--- src/inc/dcr_pkg.sv ---
// Package for the line control register bank: offsets, fields, resets, timing
package dcr_pkg;

   // Register indices on the register port
   localparam logic [5:0] LINE_CONTROL_A_IDX = 6'h01;
   localparam logic [5:0] LINE_CONTROL_B_IDX = 6'h02;
   localparam logic [5:0] OFFHOOK_CTL_IDX    = 6'h05;  // Off-hook control register
   localparam logic [5:0] RING_FLAG_IDX      = 6'h04;  // Interrupt source register
   localparam logic [5:0] RING_MASK_IDX      = 6'h03;  // Interrupt mask register

   // Field positions in line_control_a
   localparam int OUTPUT_MODULATION_ENABLE_POS = 3;
   localparam int BARRIER_LOOPBACK_POS         = 1;
   // Field positions in line_control_b
   localparam int IRQ_PIN_SELECT_POS     = 7;
   localparam int IRQ_POLARITY_POS       = 6;
   localparam int ACCESS_WATCHDOG_ON_POS = 4;
   localparam int RING_IRQ_MODE_POS      = 2;
   localparam int HYBRID_CONNECT_POS     = 1;
   localparam int RX_PATH_ON_POS         = 0;
   // Positions in the other registers
   localparam int OFFHOOK_CTL_POS    = 0;
   localparam int RING_FLAG_POS      = 7;
   localparam int RING_FLAG_MASK_POS = 7;

   // Writable bit masks; everything else reads zero
   localparam logic [7:0] LINE_CONTROL_A_WMASK = 8'h0a;
   localparam logic [7:0] LINE_CONTROL_B_WMASK = 8'hd7;

   // Reset values
   localparam logic [7:0] LINE_CONTROL_A_RST = 8'h00;
   localparam logic [7:0] LINE_CONTROL_B_RST = 8'h00;

   // Watchdog timeout
   localparam longint WDOG_TIMEOUT_MS = 4000;
   localparam longint CLK_HZ          = 100000000;
   localparam longint WDOG_CYCLES     = WDOG_TIMEOUT_MS * (CLK_HZ / 1000);
   localparam int     WDOG_W          = 29;
   localparam int     PWM_W           = 8;

   // Register port request
   typedef struct packed {
      logic       rd;
      logic       wr;
      logic [5:0] addr;
      logic [7:0] wdata;
   } dcr_req_t;

   // Ring detector tracking states
   typedef enum logic [1:0] {
      DCR_RING_IDLE,
      DCR_RING_BURST,
      DCR_RING_ARMED
   } dcr_ring_state_t;

endpackage

--- src/verilog/dcr_watchdog.sv ---
// Register-access watchdog that times out after a long idle period
`timescale 1ns/100ps
module dcr_watchdog #(
   parameter logic [28:0] TIMEOUT = 29'(dcr_pkg::WDOG_CYCLES)
) (
   // Clock and reset
   input  wire logic clk_i,
   input  wire logic resetn_i,
   // Control
   input  wire logic enable_i,
   input  wire logic kick_i,
   // Status
   output logic      expire_o
);

   logic [28:0] count_reg;
   logic [28:0] count_next;
   wire         at_end = (count_reg == TIMEOUT - 29'h1);

   // Any access restarts from zero; count holds at end while idle
   assign count_next = (!enable_i || kick_i) ? 29'h0 :
                       at_end ? count_reg : count_reg + 29'h1;
   assign expire_o   = enable_i && !kick_i && (count_reg == TIMEOUT - 29'h2);

   // Counter register
   always_ff @(posedge clk_i or negedge resetn_i)
   begin
      if (!resetn_i)
         count_reg <= 29'h0;
      else
         count_reg <= count_next;
   end

endmodule

--- src/verilog/dcr_pwm.sv ---
// First-order sigma-delta modulator producing a one-bit stream from audio
`timescale 1ns/100ps
module dcr_pwm (
   // Clock and reset
   input  wire logic                      clk_i,
   input  wire logic                      resetn_i,
   // Audio in, unsigned offset code
   input  wire logic                      enable_i,
   input  wire logic [dcr_pkg::PWM_W-1:0] level_i,
   // Bit stream
   output logic                           bit_o
);

   logic [dcr_pkg::PWM_W:0] acc_reg;
   logic [dcr_pkg::PWM_W:0] acc_next;

   // Carry out of the accumulator is the output bit; density tracks level
   assign acc_next = {1'b0, acc_reg[dcr_pkg::PWM_W-1:0]} + {1'b0, level_i};

   // Accumulator and output flop, cleared while disabled
   always_ff @(posedge clk_i or negedge resetn_i)
   begin
      if (!resetn_i)
      begin
         acc_reg <= '0;
         bit_o   <= 1'b0;
      end
      else if (!enable_i)
      begin
         acc_reg <= '0;
         bit_o   <= 1'b0;
      end
      else
      begin
         acc_reg <= acc_next;
         bit_o   <= acc_next[dcr_pkg::PWM_W];
      end
   end

endmodule

--- src/verilog/dcr_line_control.sv ---
// Operation
// - Modulation enable gates summed-audio bit stream
// - Loopback bit loops data through filters
// - Select bit picks progress or irq pin
// - Polarity bit sets irq active level
// - Watchdog enable sticks until hardware reset
// - Idle four seconds clears off-hook control
// - Any register access restarts watchdog
// - Setting off-hook again restores off-hook
// - Mode 0: interrupt at burst start
// - Mode 1: also at end, if cleared
// - Hybrid bit inserts echo hybrid
// - Receive enable switches receive path
// - Ring flag sticky; irq needs mask, select
`timescale 1ns/100ps
module dcr_line_control #(
   parameter logic [28:0] WDOG_TIMEOUT = 29'(dcr_pkg::WDOG_CYCLES)
) (
   // Clock and reset
   input  wire logic                         CLK_I,
   input  wire logic                         RESETN_I,
   // Register port
   input  wire dcr_pkg::dcr_req_t            REQ_I,
   output logic [7:0]                        RDATA_O,
   // Line events and audio
   input  wire logic                         RING_ACTIVE_I,
   input  wire logic [dcr_pkg::PWM_W-1:0]    TX_AUDIO_I,
   input  wire logic [dcr_pkg::PWM_W-1:0]    RX_AUDIO_I,
   // Data path steering
   output logic                              BARRIER_LOOPBACK_O,
   output logic                              HYBRID_CONNECT_O,
   output logic                              RX_PATH_ON_O,
   output logic                              OFFHOOK_CTL_O,
   // Shared pin: modulated output or interrupt request
   output logic                              PROGRESS_OR_IRQ_PIN_O,
   output logic                              PROGRESS_ACTIVE_O
);

   logic [7:0]                  ctl_a_reg;
   logic [7:0]                  ctl_b_reg;
   logic                        offhook_reg;
   logic                        ring_flag_reg;
   logic                        ring_mask_reg;
   logic                        ring_d_reg;
   logic                        pin_reg;
   logic [7:0]                  ctl_b_next;
   logic                        ring_flag_next;
   logic                        offhook_next;
   logic                        pin_next;
   dcr_pkg::dcr_ring_state_t    ring_st_reg;
   dcr_pkg::dcr_ring_state_t    ring_st_next;
   logic [7:0]                  rdata_next;

   // Access decode
   wire access   = REQ_I.rd | REQ_I.wr;
   wire wr_a     = REQ_I.wr && (REQ_I.addr == dcr_pkg::LINE_CONTROL_A_IDX);
   wire wr_b     = REQ_I.wr && (REQ_I.addr == dcr_pkg::LINE_CONTROL_B_IDX);
   wire wr_oh    = REQ_I.wr && (REQ_I.addr == dcr_pkg::OFFHOOK_CTL_IDX);
   wire wr_flag  = REQ_I.wr && (REQ_I.addr == dcr_pkg::RING_FLAG_IDX);
   wire wr_mask  = REQ_I.wr && (REQ_I.addr == dcr_pkg::RING_MASK_IDX);

   // Field views
   wire pwm_en   = ctl_a_reg[dcr_pkg::OUTPUT_MODULATION_ENABLE_POS];
   wire irq_sel  = ctl_b_reg[dcr_pkg::IRQ_PIN_SELECT_POS];
   wire irq_pol  = ctl_b_reg[dcr_pkg::IRQ_POLARITY_POS];
   wire wdog_on  = ctl_b_reg[dcr_pkg::ACCESS_WATCHDOG_ON_POS];
   wire ring_mod = ctl_b_reg[dcr_pkg::RING_IRQ_MODE_POS];

   wire ring_rise = RING_ACTIVE_I && !ring_d_reg;
   wire ring_fall = !RING_ACTIVE_I && ring_d_reg;
   wire wdog_expire;
   wire pwm_bit;

   dcr_watchdog #(
      .TIMEOUT  (WDOG_TIMEOUT)
   ) u_wdog (
      .clk_i    (CLK_I),
      .resetn_i (RESETN_I),
      .enable_i (wdog_on),
      .kick_i   (access),
      .expire_o (wdog_expire)
   );

   // Sum of transmit and receive audio, halved to stay in range
   wire [dcr_pkg::PWM_W:0] audio_sum = {1'b0, TX_AUDIO_I} + {1'b0, RX_AUDIO_I};

   dcr_pwm u_pwm (
      .clk_i    (CLK_I),
      .resetn_i (RESETN_I),
      .enable_i (pwm_en && !irq_sel),
      .level_i  (audio_sum[dcr_pkg::PWM_W:1]),
      .bit_o    (pwm_bit)
   );

   // Watchdog enable can be set but not cleared by writes
   assign ctl_b_next = wr_b ?
      ((REQ_I.wdata & dcr_pkg::LINE_CONTROL_B_WMASK) |
       (ctl_b_reg & (8'h01 << dcr_pkg::ACCESS_WATCHDOG_ON_POS))) : ctl_b_reg;

   // Timeout clears off-hook; a later write restores it
   assign offhook_next = wr_oh ? REQ_I.wdata[dcr_pkg::OFFHOOK_CTL_POS] :
                         wdog_expire ? 1'b0 : offhook_reg;

   // Ring tracking: start always flags; end flags only in mode 1 after service
   always_comb
   begin
      ring_st_next = ring_st_reg;
      case (ring_st_reg)
         dcr_pkg::DCR_RING_IDLE:
            if (ring_rise)
               ring_st_next = dcr_pkg::DCR_RING_BURST;
         dcr_pkg::DCR_RING_BURST:
            if (ring_fall)
               ring_st_next = dcr_pkg::DCR_RING_IDLE;
            else if (wr_flag && !REQ_I.wdata[dcr_pkg::RING_FLAG_POS])
               ring_st_next = dcr_pkg::DCR_RING_ARMED;
         dcr_pkg::DCR_RING_ARMED:
            if (ring_fall)
               ring_st_next = dcr_pkg::DCR_RING_IDLE;
         default:
            ring_st_next = dcr_pkg::DCR_RING_IDLE;
      endcase
   end

   // Start of burst sets flag; end in mode 1 when armed
   wire ring_end_ev = ring_fall && ring_mod && (ring_st_reg == dcr_pkg::DCR_RING_ARMED);
   wire ring_event  = ring_rise || ring_end_ev;

   // Sticky flag, writing 0 clears, new event wins over clear
   assign ring_flag_next = ring_event ? 1'b1 :
                           (wr_flag && !REQ_I.wdata[dcr_pkg::RING_FLAG_POS]) ? 1'b0 :
                           ring_flag_reg;

   // Request needs both mask and pin select
   wire irq_req = ring_flag_reg && ring_mask_reg && irq_sel;

   // Pin function select; polarity applied in interrupt mode
   assign pin_next = irq_sel ? (irq_req ~^ irq_pol) : (pwm_en && pwm_bit);

   // Read mux, reserved bits and unmapped addresses read zero
   always_comb
   begin
      rdata_next = 8'h00;
      case (REQ_I.addr)
         dcr_pkg::LINE_CONTROL_A_IDX: rdata_next = ctl_a_reg;
         dcr_pkg::LINE_CONTROL_B_IDX: rdata_next = ctl_b_reg;
         dcr_pkg::OFFHOOK_CTL_IDX:
            rdata_next[dcr_pkg::OFFHOOK_CTL_POS] = offhook_reg;
         dcr_pkg::RING_FLAG_IDX:
            rdata_next[dcr_pkg::RING_FLAG_POS] = ring_flag_reg;
         dcr_pkg::RING_MASK_IDX:
            rdata_next[dcr_pkg::RING_FLAG_MASK_POS] = ring_mask_reg;
         default: rdata_next = 8'h00;
      endcase
   end

   // Control registers
   always_ff @(posedge CLK_I or negedge RESETN_I)
   begin
      if (!RESETN_I)
      begin
         ctl_a_reg <= dcr_pkg::LINE_CONTROL_A_RST;
         ctl_b_reg <= dcr_pkg::LINE_CONTROL_B_RST;
         offhook_reg <= 1'b0;
         ring_mask_reg <= 1'b0;
      end
      else
      begin
         if (wr_a)
            ctl_a_reg <= REQ_I.wdata & dcr_pkg::LINE_CONTROL_A_WMASK;
         ctl_b_reg <= ctl_b_next;
         offhook_reg <= offhook_next;
         if (wr_mask)
            ring_mask_reg <= REQ_I.wdata[dcr_pkg::RING_FLAG_MASK_POS];
      end
   end

   // Ring state, flag and output flops
   always_ff @(posedge CLK_I or negedge RESETN_I)
   begin
      if (!RESETN_I)
      begin
         ring_st_reg <= dcr_pkg::DCR_RING_IDLE;
         ring_flag_reg <= 1'b0;
         ring_d_reg <= 1'b0;
         pin_reg <= 1'b0;
         RDATA_O <= 8'h00;
      end
      else
      begin
         ring_st_reg <= ring_st_next;
         ring_flag_reg <= ring_flag_next;
         ring_d_reg <= RING_ACTIVE_I;
         pin_reg <= pin_next;
         if (REQ_I.rd)
            RDATA_O <= rdata_next;
      end
   end

   // Steering bits go straight to the data path
   assign BARRIER_LOOPBACK_O    = ctl_a_reg[dcr_pkg::BARRIER_LOOPBACK_POS];
   assign HYBRID_CONNECT_O      = ctl_b_reg[dcr_pkg::HYBRID_CONNECT_POS];
   assign RX_PATH_ON_O          = ctl_b_reg[dcr_pkg::RX_PATH_ON_POS];
   assign OFFHOOK_CTL_O         = offhook_reg;
   assign PROGRESS_OR_IRQ_PIN_O = pin_reg;
   // Loopback relies on the host having the line side up and off-hook first
   assign PROGRESS_ACTIVE_O     = !irq_sel && pwm_en;

endmodule

--- config.mk ---
export PLATFORM = sky130hd
export DESIGN_NAME = dcr_line_control
export DESIGN_NICKNAME = d
export VERILOG_FILES = /design/src/inc/dcr_pkg.sv /design/src/verilog/dcr_watchdog.sv /design/src/verilog/dcr_pwm.sv /design/src/verilog/dcr_line_control.sv
export SDC_FILE = /design/constraint.sdc
export NUM_CORES = 1
export LEC_CHECK = 0
export ABC_AREA = 1
export BUFFER_PORTS_ARGS = -buffer_cell sky130_fd_sc_hd__buf_2
export CORE_ASPECT_RATIO = 0.8
export CORE_UTILIZATION = 60
export CTS_CLUSTER_DIAMETER = 40
export DETAILED_ROUTE_END_ITERATION = 16
export GPL_TIMING_DRIVEN = 0
export PLACE_DENSITY = 0.81
export SLEW_MARGIN = 20
export SYNTH_ARGS = -nofsm -noshare
export SYNTH_HDL_FRONTEND = slang
export SYNTH_SLANG_ARGS = --single-unit
--- constraint.sdc ---
create_clock -name CLK_I -period 3.15 [get_ports CLK_I]
set_clock_uncertainty 0.1 [all_clocks]
set_input_delay 0.315 -clock CLK_I [delete_from_list [all_inputs] [get_ports CLK_I]]
set_output_delay 0.315 -clock CLK_I [all_outputs]
set_load 0.02 [all_outputs]
# ---- Word-level counts from Yosys, hierarchy flattened
# Index checks and enable logic that the tools add are counted.
dict set report totals {
  register_bits 63
  input_bits 35
  out_inout_bits 14
  elab_cells 76
}
dict set report classes {
  addsub 3
  n_eq_ne 13
  muxes 17
  bitwise 3
  n_reduce_logical 28
}
# op count
set ops {}
lappend ops {{29-bit == test (second input constant)} 2}
lappend ops {{29-bit two-way mux} 2}
lappend ops {{29-bit by 1-bit adder with 29-bit output (second input constant)} 1}
lappend ops {{8-bit by 8-bit adder with 9-bit output} 2}
lappend ops {{1-bit logical AND} 16}
lappend ops {{6-bit by 2-bit == test with 1-bit output (second input constant)} 2}
lappend ops {{6-bit by 3-bit == test with 1-bit output (second input constant)} 2}
lappend ops {{6-bit one-hot mux with 2 select lines} 1}
lappend ops {{2-bit two-way mux} 4}
lappend ops {{8-bit two-way mux} 1}
lappend ops {{8-bit by 5-bit OR with 8-bit output} 1}
lappend ops {{6-bit by 1-bit == test with 1-bit output (second input constant)} 1}
lappend ops {{1-bit zero test} 6}
lappend ops {{1-bit two-way mux} 6}
lappend ops {{2-bit != test (second input constant)} 3}
lappend ops {{2-bit one-hot mux with 3 select lines} 1}
lappend ops {{2-bit nonzero test} 2}
lappend ops {{3-bit != test (second input constant)} 1}
lappend ops {{1-bit one-hot mux with 3 select lines} 1}
lappend ops {{3-bit AND reduction} 1}
lappend ops {{2-bit by 1-bit == test with 1-bit output (second input constant)} 1}
lappend ops {{2-bit == test (second input constant)} 1}
lappend ops {{2-bit zero test} 1}
lappend ops {{1-bit logical OR} 2}
lappend ops {{3 further kinds} 3}

# ---- Longest topological paths before layout
dict set report depth {
  ltp_word 6
  depth_mapped 17
  mapped_depth_nobuf 17
}

# ---- Hierarchy
# Synthesis repeated with hierarchy kept, for this count alone.
dict set report unflattened {
  hier_cells 574
  area_unflattened_um2 3981.3
}
# mod n_inst cells_per_inst area_each_um2 seq_area_each_um2
set modules_own_cells {}
lappend modules_own_cells {dcr_watchdog 1 309 1958.1 725.7}
lappend modules_own_cells {dcr_line_control 1 187 1407.6 550.5}
lappend modules_own_cells {dcr_pwm 1 78 615.6 225.2}

# ---- Least setup slack after synthesis
# Ideal clock, no wire load.
dict set report synth_path {
  kind {input -> register}
  start {input port TX_AUDIO_I[0] (netlist name)}
  end {register u_pwm.acc_reg[6] (netlist name)}
  setup_ps 117
  arrival_time_ps 2028
  required_ps 2933
  path_slack_ps 905
  cell_stages 16
  n_path_buf 0
  cell_sequence {nand2_1 inv_1 fa_1 nand3_1 nand2_1 a21oi_1 nand2_1 nand2_1 inv_1 ha_1 inv_1 o21ai_0 a21oi_1 nand2_1 nand2_1 nor2_1}
}
dict set report synth_via {
  elab_chain_len 3
}
# item line_no
set synth_lines {}
lappend synth_lines {{from (decl)} dcr_line_control.sv:27} ;# input wire logic [dcr_pkg::PWM_W-1:0] TX_AUDIO_I,
lappend synth_lines {{8-bit by 8-bit adder with 9-bit output} dcr_line_control.sv:85} ;# wire [dcr_pkg::PWM_W:0] audio_sum = {1'b0, TX_AUDIO_I} + {1'b0, RX_AUDIO_I};
lappend synth_lines {{8-bit by 8-bit adder with 9-bit output} dcr_pwm.sv:18} ;# assign acc_next = {1'b0, acc_reg[dcr_pkg::PWM_W-1:0]} + {1'b0, level_i};
lappend synth_lines {{8-bit two-way mux} dcr_pwm.sv:28} ;# else if (!enable_i)
lappend synth_lines {{to (signal assigned)} dcr_pwm.sv:35} ;# acc_reg <= acc_next;
lappend synth_lines {{to (decl)} dcr_pwm.sv:14} ;# logic [dcr_pkg::PWM_W:0] acc_reg;
# No other way between the ends.
# A chain may end at the register's enable or synchronous reset.

# ---- Final worst setup path
dict set report layout_path {
  start {input port TX_AUDIO_I[0] (netlist name)}
  end {register u_pwm.bit_o}
}
dict set report layout_via {
  elab_chain_len 3
}
# item line_no
set layout_lines {}
lappend layout_lines {{8-bit by 8-bit adder with 9-bit output} dcr_line_control.sv:85}
lappend layout_lines {{8-bit by 8-bit adder with 9-bit output} dcr_pwm.sv:18}
lappend layout_lines {{1-bit two-way mux} dcr_pwm.sv:28}
lappend layout_lines {{to (signal assigned)} dcr_pwm.sv:36} ;# bit_o <= acc_next[dcr_pkg::PWM_W];
lappend layout_lines {{to (decl)} dcr_pwm.sv:11} ;# output logic bit_o
# No other way between the ends.

==> metrics.md <==
| Metric | Value |
|---|---|
| Synth Net Count | between 600 and 700 |
| Share of cells above drive strength 1 | ~14% |
| Setup_tns | 0 ps |
| ANT nets after route | 0 |
| Pwr dens | 514.3 nW/µm² |
| Static Leakage | 2.260 nW |
| Commonest non-fill, non-tap cell in the layout | nand2_1 |
| Clock share of power | a little under a third |
| Period Utilization, post-route | 72.22% |
| First-pass GRT wire length | 14880 µm |
| Max-cap violations | 0 |
| Total placed cells including tap cells | 692 |
| Net load switching power | 0.0007944 W |
| Drt first pass iters | 5 |
| Number of synthesized flops with an enable pin | 0 |
| Rel. slew slack | 50.39% |
| VDD IR max | ~0.36 mV |
| Wire length per cell | 12.95 µm |
| Share of the synthesized area in the top cell type | 38.19% |
| Endpoints failing setup | 0 |
| Synth async-reset ratio | 100.0% |
| NumNets Final | 679 |
| #FFs+latches synth | 60 |
| Pint | 0.001514 W |
| Hold Slack | a little under 70 ps |
| Hold_buf cts | 2 |
| Critical Path End Type | register |
| Sink Count | 60 |
| Mapped Cells | about 570 |
| Buffers on Ports | 45 |
| Clock buffer depth | 2 |
| CTS buffer count | 9 |
| H-tree depth | 3 |
| Cell Area, Synth | 3931 µm² |
| Power consumption | approximately 0.0023 W |
| Initial antenna violation count | 0 |
| Crit path launch type | primary input |
| Gate power share | between 20% and 30% |
| Register area | ~1500 µm² |
| Worst Path Buf+Inv | 4 |
| CP top delay family | adder cells |
| Postcts setup bufs | 0 |
| Status | finished clean |
| Vias/cell | 5.273 |
| Cell row count | 25 |
| Routed WL | 9197 µm |
| WP data required | 3300 ps |
| Max-slew violations | 0 |
| CP Cell Sequence | buf_2, nand2_1, inv_1, fa_1, nand3_1, nand2_1, a21oi_1, nand2_1, nand2_1, inv_1, ha_1, inv_1, o21ai_0, nand2_1, a31oi_1 |
| I/O Pins | 49 |
| Max Fclk | 0.4395 GHz |
| Max FFs per register | 29 |
| Die area | 6882 µm² |
| # resized after CTS | 0 |
| Synthesis Warnings | 0 |
| Arrival @ worst endpoint | 2430 ps |
| DRC violations left | 0 |
| Dominant cell type by area after synthesis | dfrtp_1 |
| Worst-Margin Slew | ~740 ps |
| Hpwl dp | 6873 µm |
| # diodes | 0 |
| Core ar. | between 6000 and 7000 µm² |
| Initial Utilization | between 60% and 70% |
| Fin crit period | ~2300 ps |
| Register area share after synthesis | 38.19% |
| Number of fill cells | a little over 500 |
| Layout Cells excl Fill | 710 |
| Final core occ | 73.58% |
| Area delta synth->final | 14.16% |
| Via count | roughly 3700 |
| Reg power frac | between 30 and 40% |
| Largest net degree at the start of global routing | 61 |
| Vias in the first global route | 3257 |
| Final Wtd Congestion | between 0.9 and 1 |
| Main synth FF type | dfrtp_1 |
| CTS Root Cell | clkbuf_8 |
| Worst path max stage delay | 390 ps |
| Most frequent cells in the layout | nand2_1, nor2_1, inv_1, dfrtp_1, buf_2 |
| Die height | 74.40 µm |
| Avg Cell Area, Syn | 6.946 µm² |
| Hold crit path type | in2reg |
| Setup CP Type | in2reg |
| Worst-Skew Late Latency | 350 ps |
| Final Hold Vio Count | 0 |
| CTS tree | done |
| Worst-path clk slew | 70 ps |
| Unrepaired setup endpoints after global routing | false |
| Slowest-stage cell, CP | fa_1 |
| Drt initial violations | 292 |
| Die Width | 92.50 µm |
| Post-synthesis cell type count | 36 |
| Gr ovfl total | 0 |
| Crit Path Max Fanout | 3 |
| Switching share of total power | approximately 34% |
| GRT Util Overall | 28.46% |
| CP most frequent cell | nand2_1 |
| Area of the multi-input gates | around 2100 µm² |
| Dominant cells by area after synthesis | dfrtp_1, nand2_1, nor2_1 |
-- synth_stat cells (4+ instances only) --
| cell type | number |
|---|---|
| a21oi_1 | 18 |
| dfrtp_1 | 60 |
| ha_1 | 18 |
| inv_1 | 74 |
| nand2_1 | 179 |
| nand3_1 | 40 |
| nand4_1 | 10 |
| nor2_1 | 99 |
| nor2_4 | 4 |
| o21ai_0 | 13 |
| o31ai_1 | 4 |
| or2_2 | 6 |
| xnor2_1 | 5 |
| xor2_1 | 5 |
-- per-layer routing --
metal	global-route usage, %	up-vias	wire length, µm
met5	0	-	0
met1	40.08	1683	4458
met2	42.63	153	3843
met4	8.333	0	63
li1	-	1902	-
met3	8.589	6	832
-- cell families after synthesis --
family	after synthesis	share of synthesized area [%]
other cells	1	0.09539
fa+ha+maj	20	6.747
xor+xnor	10	2.228
buf+inv	81	8.466
flops	60	38.19
simple gates	349	37.65
compound gates	45	6.620
-- final timing paths --
check,from,end,slack (ps),cells after the start
setup / recovery,TX_AUDIO_I[0],u_pwm.bit_o,870,15
max in group asynchronous,RESETN_I,u_pwm.acc_reg[3],1980,2
hold / removal,REQ_I[2],ctl_b_reg[2],70,3
hold reg to reg,ring_st_reg[0],ring_st_reg[0],360,1
min in group asynchronous,RESETN_I,u_wdog.count_reg[8],480,2
setup reg to reg,u_wdog.count_reg[0],u_wdog.count_reg[1],1100,9
-- area by class of cell --
| cell class | count | area share, % |
|---|---|---|
| plain buffers | 5 | 1.032 |
| clock buffers | 10 | 3.067 |
| clock inverters | 6 | 1.561 |
| inverters | 76 | 6.384 |
| multi-input cells | 425 | 46.72 |
| flip-flops and latches | 60 | 33.45 |
| well taps | 81 | 2.258 |
| repair buffers | 47 | 5.520 |
-- power groups by stage --
stage | registers, W | clock network, W | logic [W]
3_3_place_gp | 0.000916 | 0 | 0.000628
3_5_place_dp | 0.000918 | 0 | 0.000654
5_1_grt | 0.000912 | 0.000780 | 0.000778
6_report | 0.000906 | 0.000735 | 0.000667
4_1_cts | 0.000906 | 0.000751 | 0.000666
2_1_floorplan | 0.000929 | 0 | 0.000477
-- metrics by stage --
| stage | worst slack [ps] | area, µm² |
|---|---|---|
| floorplan | 905.1 | 3931 |
| global placement | 651.7 | 4258 |
| detailed placement | 552.1 | 4260 |
| CTS | 919.3 | 4488 |
| global route | 647.9 | 4488 |
| finish | 874.9 | 4488 |
-- worst reg2reg max path, delay by kind of cell (launching register included) --
kind | cells | cell delay (ps)
AND/OR/NAND/NOR | 6 | 580
flip-flops | 1 | 550
adder cells (fa/ha/maj) | 1 | 400
buffers and inverters | 2 | 300
(Power assumes the default switching activity.)
